### config.mk
export PLATFORM = sky130hd
export DESIGN_NAME = txdsw_top
export DESIGN_NICKNAME = d
export VERILOG_FILES = /design/src/shared/txdsw_pkg.sv /design/src/verilog/txdsw_top.sv
export SDC_FILE = /design/constraint.sdc
export NUM_CORES = 1
export LEC_CHECK = 0
export ABC_CLOCK_PERIOD_IN_PS = 2530
export BUFFER_PORTS_ARGS = -buffer_cell sky130_fd_sc_hd__buf_2
export CAP_MARGIN = 20
export CORE_ASPECT_RATIO = 1.75
export CORE_MARGIN = 1.5
export CORE_UTILIZATION = 35
export DETAILED_ROUTE_END_ITERATION = 8
export MAX_ROUTING_LAYER = met4
export PLACE_DENSITY = 0.56
export SETUP_SLACK_MARGIN = 0.3
export SLEW_MARGIN = 20
export SYNTH_ARGS = -nofsm -noshare
export SYNTH_HDL_FRONTEND = slang
export SYNTH_SLANG_ARGS = --single-unit
### constraint.sdc
create_clock -name clk_sys -period 2.53 [get_ports clk_sys]
set_clock_uncertainty 0.05 [all_clocks]
set_input_delay 0.1265 -clock clk_sys [delete_from_list [all_inputs] [get_ports clk_sys]]
set_output_delay 0.1265 -clock clk_sys [all_outputs]
set_load 0.02 [all_outputs]
### src/shared/txdsw_pkg.sv
// Package: constants and types for the transmit descriptor status write-back block
`default_nettype none
package txdsw_pkg;
	// ****************************************
	// Descriptor word fields
	// ****************************************
	localparam int CNT_FIELD_W = 12;
	localparam int FILL_HI = 15;
	localparam int FILL_LO = 12;
	localparam logic [3:0] FILL_VAL = 4'hF;
	localparam int OWN_POS = 15;
	localparam int RSV_POS = 0;
	localparam int LATE_POS = 12;
	localparam int CARR_POS = 11;
	localparam int RETRY_POS = 10;
	localparam int REFL_W = 10;
	// ****************************************
	// Timing
	// ****************************************
	localparam int CLK_HZ = 10000000;
	localparam int REFL_HZ = 10000000;
	localparam int REFL_DIV = (CLK_HZ / REFL_HZ < 1) ? 1 : CLK_HZ / REFL_HZ;
	localparam logic [1:0] MAX_TRIES = 2'h3;
	localparam logic [15:0] STAT_RST = 16'h0000;

	typedef enum logic [2:0] {
		ST_IDLE = 3'b000,
		ST_LOAD = 3'b001,
		ST_SEND = 3'b010,
		ST_WAIT = 3'b011,
		ST_DONE = 3'b100
	} txdsw_state_type;
endpackage : txdsw_pkg
`default_nettype wire

### src/verilog/txdsw_top.sv
// Transmit descriptor handling with status and reflectometry write-back
`default_nettype none
module txdsw_top
	import txdsw_pkg::*;
(
	// Clock and reset
	input wire logic clk_sys,
	input wire logic resetn,
	// Descriptor from host memory
	input wire logic desc_valid,
	input wire logic [15:0] desc_count_word,
	input wire logic desc_own,
	input wire logic desc_end_of_frame,
	input wire logic disable_retry_bit,
	input wire logic aui_mode,
	// Network side pins
	input wire logic collision_pin,
	input wire logic carrier_pin,
	input wire logic slot_elapsed_pin,
	// Byte transmit strobe and acknowledge
	output logic tx_byte_req,
	input wire logic tx_byte_ack,
	// Status write-back
	output logic desc_taken,
	output logic status_we,
	output logic [15:0] status_word,
	output logic [15:0] refl_word
);
	// ****************************************
	// Pin synchronisers
	// ****************************************
	logic [2:0] sync1_r;
	logic [2:0] sync2_r;
	always_ff @(posedge clk_sys or negedge resetn) begin
		if (!resetn) begin
			sync1_r <= 3'h0;
			sync2_r <= 3'h0;
		end else begin
			sync1_r <= {slot_elapsed_pin, carrier_pin, collision_pin};
			sync2_r <= sync1_r;
		end
	end
	wire coll_s = sync2_r[0];
	wire carr_s = sync2_r[1];
	wire slot_s = sync2_r[2];

	// ****************************************
	// State and counters
	// ****************************************
	txdsw_state_type state_r, state_nxt;
	logic [CNT_FIELD_W-1:0] left_r;
	logic [CNT_FIELD_W-1:0] len_r;
	logic [1:0] tries_r;
	logic late_coll_r;
	logic carr_lost_r;
	logic retry_err_r;
	logic frozen_r;
	logic [REFL_W-1:0] refl_r;
	logic [7:0] div_r;
	logic req_r;
	logic taken_r;
	logic we_r;
	logic [15:0] stat_r;
	logic [15:0] reflw_r;

	// ****************************************
	// Decode
	// ****************************************
	// Length is the negated two's complement count; the field itself is never written
	// Exact byte count
	wire [CNT_FIELD_W-1:0] len_w = CNT_FIELD_W'(~desc_count_word[CNT_FIELD_W-1:0] + 1'b1);
	wire accept_w = desc_valid && desc_own && (state_r == ST_IDLE);
	wire sending_w = (state_r == ST_SEND);
	wire refl_tick_w = (div_r == 8'(REFL_DIV - 1));
	// Early collision retries, late one aborts retry
	wire coll_ev_w = sending_w && coll_s;
	wire late_w = coll_ev_w && slot_s;
	wire lost_w = sending_w && aui_mode && !carr_s;
	wire last_byte_w = sending_w && tx_byte_ack && (left_r == 12'h001);
	// Retry exhaustion
	// A fixed retry limit keeps a jammed line from holding the descriptor forever
	wire give_up_w = (disable_retry_bit || tries_r == MAX_TRIES);
	wire fail_w = coll_ev_w && (late_w || give_up_w);
	wire retry_w = coll_ev_w && !fail_w;

	// ****************************************
	// Sequencer
	// ****************************************
	always_comb begin
		state_nxt = state_r;
		case (state_r)
			ST_IDLE: if (accept_w) state_nxt = ST_LOAD;
			ST_LOAD: state_nxt = (len_r == 12'h000) ? ST_DONE : ST_SEND;
			// Carrier loss does not stop sending
			ST_SEND: begin
				if (fail_w || last_byte_w) state_nxt = ST_DONE;
				else if (retry_w) state_nxt = ST_LOAD;
			end
			ST_DONE: state_nxt = ST_WAIT;
			ST_WAIT: state_nxt = ST_IDLE;
			default: state_nxt = ST_IDLE;
		endcase
	end

	always_ff @(posedge clk_sys or negedge resetn) begin
		if (!resetn) begin
			state_r <= ST_IDLE;
			len_r <= 12'h000;
			left_r <= 12'h000;
			tries_r <= 2'h0;
		end else begin
			state_r <= state_nxt;
			if (accept_w) len_r <= len_w;
			if (accept_w) tries_r <= 2'h0;
			else if (retry_w) tries_r <= tries_r + 2'h1;
			if (state_r == ST_LOAD) left_r <= len_r;
			else if (sending_w && tx_byte_ack) left_r <= left_r - 12'h001;
		end
	end

	// ****************************************
	// Status flags
	// ****************************************
	// Flags clear per frame; only set here during the frame
	always_ff @(posedge clk_sys or negedge resetn) begin
		if (!resetn) begin
			late_coll_r <= 1'b0;
			carr_lost_r <= 1'b0;
			retry_err_r <= 1'b0;
		end else if (accept_w) begin
			late_coll_r <= 1'b0;
			carr_lost_r <= 1'b0;
			retry_err_r <= 1'b0;
		end else begin
			if (late_w) late_coll_r <= 1'b1;
			if (lost_w) carr_lost_r <= 1'b1;
			if (fail_w && !late_w) retry_err_r <= 1'b1;
		end
	end

	// ****************************************
	// Reflectometry counter
	// ****************************************
	// Only 10 MHz resolution, so it gives a coarse fault distance at best
	always_ff @(posedge clk_sys or negedge resetn) begin
		if (!resetn) begin
			refl_r <= 10'h000;
			div_r <= 8'h00;
			frozen_r <= 1'b0;
		end else if (state_r == ST_LOAD) begin
			refl_r <= 10'h000;
			div_r <= 8'h00;
			frozen_r <= 1'b0;
		end else if (sending_w && !frozen_r) begin
			div_r <= refl_tick_w ? 8'h00 : div_r + 8'h01;
			if (refl_tick_w) refl_r <= refl_r + 10'h001;
			if (coll_ev_w || lost_w) frozen_r <= 1'b1;
		end
	end

	// ****************************************
	// Outputs
	// ****************************************
	// Status word assembled from the named field positions
	logic [15:0] stat_w;
	always_comb begin
		stat_w = STAT_RST;
		stat_w[OWN_POS] = 1'b0;
		stat_w[RSV_POS] = 1'b0;
		stat_w[LATE_POS] = late_coll_r;
		stat_w[CARR_POS] = carr_lost_r;
		stat_w[RETRY_POS] = retry_err_r;
	end
	always_ff @(posedge clk_sys or negedge resetn) begin
		if (!resetn) begin
			req_r <= 1'b0;
			taken_r <= 1'b0;
			we_r <= 1'b0;
			stat_r <= STAT_RST;
			reflw_r <= STAT_RST;
		end else begin
			req_r <= (state_nxt == ST_SEND) && !(sending_w && tx_byte_ack && left_r == 12'h001);
			taken_r <= accept_w;
			we_r <= (state_r == ST_DONE);
			if (state_r == ST_DONE) begin
				stat_r <= stat_w;
				reflw_r <= {6'h00, refl_r};
			end
		end
	end
	assign tx_byte_req = req_r;
	assign desc_taken = taken_r;
	assign status_we = we_r;
	assign status_word = stat_r;
	assign refl_word = reflw_r;
	// Upper fill field is only read, never returned
	wire unused_w = &{1'b0, desc_count_word[FILL_HI:FILL_LO], desc_end_of_frame};
endmodule : txdsw_top
`default_nettype wire

==> results by group, run 1 <==
Setup path
  – Crit-path slowest cell: dfrtp_1
  – CP most frequent cell: buf_4
  – Max incr delay on CP: 0.45 ns
  – Worst Setup Path Type: register to register
  – CP Max Fanout: 13
  – Crit path max-delay family: compound AO/OA/AOI/OAI gates
  – Worst path required time: 2.71 ns
  – Crit start category: register
  – Crit end category: register
  – Critical path buffers and inverters: 3
  – Critical Path AT: about 2.3 ns
  – Crit-path cells: inv_1, ha_1, nor4b_2, buf_4, a21oi_4, buf_4, nor2_1, a31o_2

CTS
  – CTS Sinks: 73
  – TritonCTS clock tree: done
  – Clk Latency, worst-skew pair: 0.34 ns
  – Root Buffer: clkbuf_16
  – Worst-case clock buffer depth: 2
  – H-tree levels: 3
  – CTS buffer count: 9
  – Clk pin slew, worst setup/hold paths: 0.06 ns

STA
  – Final hold vios: 0
  – RSZ-0062 raised after global routing: no
  – FMAX: 482 MHz
  – Slew Limit Headroom: 55.6%
  – Fin crit period: approximately 2.1 ns
  – Final setup viols: 0
  – Slew @ Worst Pin: 0.664 ns
  – Max Slew Vio Count: 0
  – Final Cycle Share: 82.0%
  – Fin Setup TNS: 0 ns

Global routing
  – First-pass GRT wire length: approximately 13000 um
  – Initial antenna violation count: 0
  – GRT Util Overall: 15.2%
  – Largest net degree at the start of global routing: 74
  – Vias in the first global route: 2727
  – Gr ovfl total: 0

Power and ir drop
  – Internal power: 2.96 mW
  – Switching Share: roughly a third
  – PwrDens: 1020 mW/mm^2
  – NetSw: 1.49 mW
  – Clock power share: 33.4%
  – VDD IR max: 0.000474 V
  – Share of power burned in registers: 40.3%
  – P_leak: 2.05 nW
  – Logic gate share of total power: between 20% and 30%

Synthesis
  – EDFF count, synth: 0
  – Synth Area in XOR/XNOR: 3.58%
  – Post-Synth Simple-Gate Area: 19.0%
  – Netlist cell types: 55
  – Largest family of logic cells by synthesized area: simple AND/OR/NAND/NOR gates
  – Yosys warnings: 0
  – Synth Register Bits: 73
  – Mapped Area: 0.00367 mm^2
  – Prevailing post-synth register cell: dfrtp_1
  – Synth Area in Compound Gates: a little over an eighth
  – Sequential area share after synthesis: 49.8%
  – Gate Count Post-Synth: approximately 350
  – Async SR Flop Fraction: 100%
  – Multiplexer share of the synthesized area: 4.26%
  – Post-synthesis adder-cell area fraction: 2.39%
  – Syn Area/Cell: 10.4 um^2

Layout
  – Multi-input gate area: 0.00165 mm^2
  – Synthesis-to-layout area growth: 19.2%
  – Finished Layout Cells: 532
  – Most frequent cells in the layout: dfrtp_1 (73), nand2_1 (38), buf_2 (37)
  – Layout cell share with drive strength beyond 1: roughly 23%
  – Sequential cell area: 0.00183 mm^2
  – Antenna Cells: 0
  – Commonest non-fill, non-tap cell in the layout: dfrtp_1
  – Final net count: 434
  – Fill cells: 1007

Floorplan
  – DIE AREA: 0.0111 mm^2
  – Initial Util: 35.8%
  – Core area: 0.0102 mm^2
  – Chip width: 80.4 um
  – IO Count: 62
  – Rows: 49
  – Die H: 138 um

Drt
  – Post-route ant nets: 0
  – Post-DR wirelength/cell: ~14 um
  – 1st-iter DRT viols: 134
  – DR vias: 2786
  – Vias/cell: 5.24
  – Final Routed Wirelength: 7680 um
  – DRC viols: 0
  – Drt first pass iters: 4

Outcome
  – Status: finished clean

Run
  – Max_cap viols: 0

Placed design
  – Post-DP HPWL: 5550 um
  – Port Buf Inserts: 37
  – Dpl cells: a little over 500
  – RD Place Congestion: between 0.8 and 0.9

Min path
  – Class of the worst hold path: input port to register
## cells by family after synthesis
kind of cell,after synthesis
compound gates,76
xor+xnor,15
fa+ha+maj,7
buf+inv,46
flops,73
mux,14
other cells,1
simple gates,121
## worst min-delay path, cell delays in order
cell     delay (ns)
buf_2          0.09
o31ai_1        0.06
nand2_1        0.05
o21ai_0        0.06
## per-stage QoR
step	area [um^2]	setup WS (ns)	hold slack (ns)	util [%]	total power, mW
after floorplan	3730	0.698	-0.219	-	2.61
after global placement	3950	0.377	0.141	38.6	2.93
after detailed placement	3950	0.307	0.143	38.6	2.96
after CTS	4350	0.401	0.0430	42.5	4.47
after global routing	4370	0.354	0.0635	42.7	4.73
final	4370	0.456	0.0541	42.7	4.45
## cells in the mapped netlist, drive strengths merged (4+ instances only)
cell | number | share of area (%)
nand2 | 38 | 3.9
ha | 7 | 2.4
o21ai | 27 | 3.7
mux2 | 13 | 4.0
a21oi | 12 | 1.7
nor3 | 9 | 1.2
a31oi | 6 | 1.0
xor2 | 14 | 3.3
clkbuf | 8 | 0.82
o31ai | 6 | 1.2
o2111ai | 4 | 1.1
buf | 27 | 5.3
nor4 | 7 | 1.6
nand3 | 12 | 1.6
dfrtp | 73 | 50
inv | 11 | 1.1
or4 | 9 | 1.9
nor3b | 5 | 1.5
and3 | 4 | 0.68
o311ai | 4 | 0.96
nor2 | 18 | 1.8
## cell type report
type,instances,area share (%)
inverters,11,0.944
flip-flops and latches,73,41.8
repair buffers,53,7.78
clock buffers,9,5.15
multi-input cells,252,37.8
well taps,127,3.63
clock inverters,7,2.89
## power by group through the flow
| stage | registers, mW | clock network, mW | logic [mW] |
|---|---|---|---|
| 6_report | 1.79 | 1.48 | 1.17 |
| 3_3_place_gp | 1.80 | 0 | 1.13 |
| 2_1_floorplan | 1.77 | 0 | 0.841 |
| 3_5_place_dp | 1.81 | 0 | 1.15 |
| 4_1_cts | 1.79 | 1.52 | 1.16 |
| 5_1_grt | 1.84 | 1.57 | 1.32 |
## timing repair
action	CTS	global route
buffers inserted	0	1
gates resized for setup	1	1
hold buffers	4	0
setup endpoints to repair	2	5
endpoints found under the hold margin	76	0
## state kept, by name, indices dropped and copies added (netlist names), 2 cells and up
name,flops
status_word,3
refl_word,10
state_r,3
refl_r,10
tries_r,2
sync1_r,3
div_r,8
len_r,12
left_r,12
sync2_r,3
## worst paths after layout
path | slack, ns | endpoint | startpoint | cells after the start
setup / recovery | 0.46 | refl_r[2] | div_r[0] | 8
hold / removal | 0.05 | len_r[3] | desc_count_word[3] | 4
setup reg to reg | 0.46 | refl_r[2] | div_r[0] | 8
hold reg to reg | 0.30 | sync2_r[0] | sync1_r[0] | 0
max in group asynchronous | 1.82 | left_r[0] | resetn | 3
min in group asynchronous | 0.31 | status_we | resetn | 3
## routing by layer
layer	GRT usage [%]	wire length (um)	up-vias
li1	-	-	1331
met3	3.56	272	12
met4	6.26	155	0
met5	-	0	-
met1	15.8	2940	1377
met2	26.7	4310	66
Note: power is estimated with default switching activity, not from simulation.
==> run 2: changes to the inputs <==
--- a/config.mk
+++ b/config.mk
@@ -5,7 +5,7 @@
 export SDC_FILE = /design/constraint.sdc
 export NUM_CORES = 1
 export LEC_CHECK = 0
-export ABC_CLOCK_PERIOD_IN_PS = 2530
+export ABC_CLOCK_PERIOD_IN_PS = 1720
 export BUFFER_PORTS_ARGS = -buffer_cell sky130_fd_sc_hd__buf_2
 export CAP_MARGIN = 20
 export CORE_ASPECT_RATIO = 1.75
@@ -13,7 +13,7 @@
 export CORE_UTILIZATION = 35
 export DETAILED_ROUTE_END_ITERATION = 8
 export MAX_ROUTING_LAYER = met4
-export PLACE_DENSITY = 0.56
+export PLACE_DENSITY = 0.58
 export SETUP_SLACK_MARGIN = 0.3
 export SLEW_MARGIN = 20
 export SYNTH_ARGS = -nofsm -noshare
==> constraint.sdc (replaced) <==
create_clock -name clk_sys -period 1.72 [get_ports clk_sys]
set_clock_uncertainty 0.05 [all_clocks]
set_input_delay 0.086 -clock clk_sys [delete_from_list [all_inputs] [get_ports clk_sys]]
set_output_delay 0.086 -clock clk_sys [all_outputs]
set_load 0.02 [all_outputs]
==> run 2 against run 1 <==
Effect of this change: critical path type unchanged; sequential power grew 50%; via count grew 15%; total power grew 85%; sequential cell count is the same; utilization grew 13 points; die area is the same; worst setup slack lost 0.55 ns; the flow now finishes with violations (setup timing).
==> results by group, run 2 (same netlist as run 1, synthesis figures left out) <==
Layout
  – Multi-input gate area: 0.00218 mm^2
  – Final net count: approximately 510
  – Fill cells: between 800 and 900
  – Synthesis-to-layout area growth: 54.4%
  – Top Registers: left_r (12), len_r (12)
  – Antenna Cells: 0
  – Layout cell share with drive strength beyond 1: 50.4%
  – Finished Core Util: 55.3%
  – Commonest non-fill, non-tap cell in the layout: dfrtp_1
  – Finished Layout Cells: 609
  – Sequential cell area: 0.00183 mm^2
  – Most frequent cells in the layout: dfrtp_1 (70), buf_6 (39), buf_2 (37), buf_4 (37), nand2_1 (22)

Power and ir drop
  – Power consumption: 8.24 mW
  – VDD IR max: 0.000753 V
  – P_leak: 2.59 nW
  – PwrDens: 1450 mW/mm^2

Setup path
  – Worst Setup Path Type: register to register
  – CP Max Fanout: 4
  – Crit end category: register
  – Cells on worst reg2reg path: 4
  – Reg2Reg Setup Slack: -0.1 ns
  – Reg2reg end: state_r[1]
  – Worst path required time: 1.89 ns
  – CP Launch Point: left_r[7]
  – Crit path to: state_r[1]
  – RR Startpoint: left_r[7]
  – Crit start category: register
  – Critical Path AT: ~2.0 ns

Drt
  – Post-DR wirelength/cell: ~17 um
  – Vias/cell: 5.24
  – 1st-iter DRT viols: 111
  – Post-route ant nets: 0
  – Final Routed Wirelength: 10100 um
  – DRC viols: 0
  – DR vias: 3190
  – Drt first pass iters: 4

STA
  – Final setup viols: 14
  – RSZ-0062 raised after global routing: yes
  – Final Cycle Share: 106%
  – Fin crit period: 1.82 ns
  – Setup ws final: -0.0952 ns
  – FMAX: around 550 MHz
  – Max Slew Vio Count: 0
  – Worst hold slack: 0.0112 ns
  – Final hold vios: 0

Global routing
  – First-pass GRT wire length: 14700 um
  – GRT met2 Usage: 31.0%
  – Gr busiest metal: met2
  – Gr ovfl total: 0
  – Largest net degree at the start of global routing: 74
  – Vias in the first global route: 3099
  – Met3 Resource Use GR: 2.31%
  – GRT Util Overall: 17.7%
  – Initial antenna violation count: 0
  – Met1 usage: ~18%

CTS
  – Root Buffer: clkbuf_16
  – Clk Latency, worst-skew pair: 0.33 ns
  – TritonCTS clock tree: done
  – H-tree levels: 3
  – CTS Sinks: 73
  – CTS buffer count: 9
  – Clk pin slew, worst setup/hold paths: 0.06 ns
  – Worst-case clock buffer depth: 2

Placed design
  – RD Place Congestion: 0.886
  – Post-DP HPWL: 6230 um
  – Port Buf Inserts: 37
  – Dpl cells: 547

Floorplan
  – Chip width: roughly 80 um
  – IO Count: 62
  – Rows: 49
  – Initial Util: a little over a third
  – DIE AREA: 0.0111 mm^2
  – Core area: 0.0102 mm^2
  – Die H: 138 um

Run
  – Max_cap viols: 0

Min path
  – Worst hold start: desc_count_word[1]
  – Class of the worst hold path: input port to register

Outcome
  – Failing checks: setup timing
  – Status: finished, violations left
==> run 2: changes by cell type in the layout (fill, tap and decap cells not counted), sizes merged <==
cell	previous run	this run
inv	13	11
bufinv	3	1
clkinvlp	1	2
clkinv	1	3
buf	49	118
dlygate4sd3	4	9
a21oi	12	13
clkbuf	9	12
==> run 2: how the worst min path moves through the flow <==
stage	endpoint	cells after the start
6_report	len_r[3]	4
3_3_place_gp	refl_word[7]	2
4_1_cts	len_r[3]	4
5_1_grt	len_r[10]	3
3_5_place_dp	refl_word[7]	2
2_1_floorplan	carr_lost_r	0
==> run 2: critical path, stage by stage (launching register included) <==
cell and delay (ns):
dfrtp_1 0.42, nor4_4 0.32, nand2b_2 0.10, or4_4 0.51
a221o_1 0.30
==> run 2: where the power goes <==
part           switching (mW)  internal [mW]  leakage (nW)
combinational            1.75           1.94          1.50
sequential              0.504           2.19         0.950
clock                   0.730           1.13         0.139
total                    2.98           5.25          2.59
==> run 2: what timing repair did <==
action | in CTS | in global routing
hold buffers | 9 | 0
setup buffers | 12 | 19
pin swaps | 12 | 47
hold endpoints to repair | 81 | 0
setup endpoints to repair | 65 | 66
cloned | 2 | 4
gates resized for setup | 26 | 141
==> run 2: metal layers <==
layer  wire (um)  vias up
met5           0        -
met4         358        0
met3         247       27
met2        6030       68
met1        3440     1603
li1            -     1492
==> run 2: layout make-up <==
class	instances	area share, %
inverter	11	0.950
timing repair buffer	129	20.1
multi-input combinational	253	38.6
tap	127	2.81
sequential	73	32.3
clock inverter	6	1.19
clock buffer	10	4.04
==> run 2: stage by stage <==
stage                     setup TNS [ns]  setup slack, ns  area (um^2)
after floorplan                   -0.116          -0.0855         3890
after global placement            -0.262          -0.0708         4310
after detailed placement          -0.511           -0.101         4310
after CTS                         -0.667          -0.0777         4900
after global routing               -2.01           -0.160         5660
final                             -0.620          -0.0952         5660
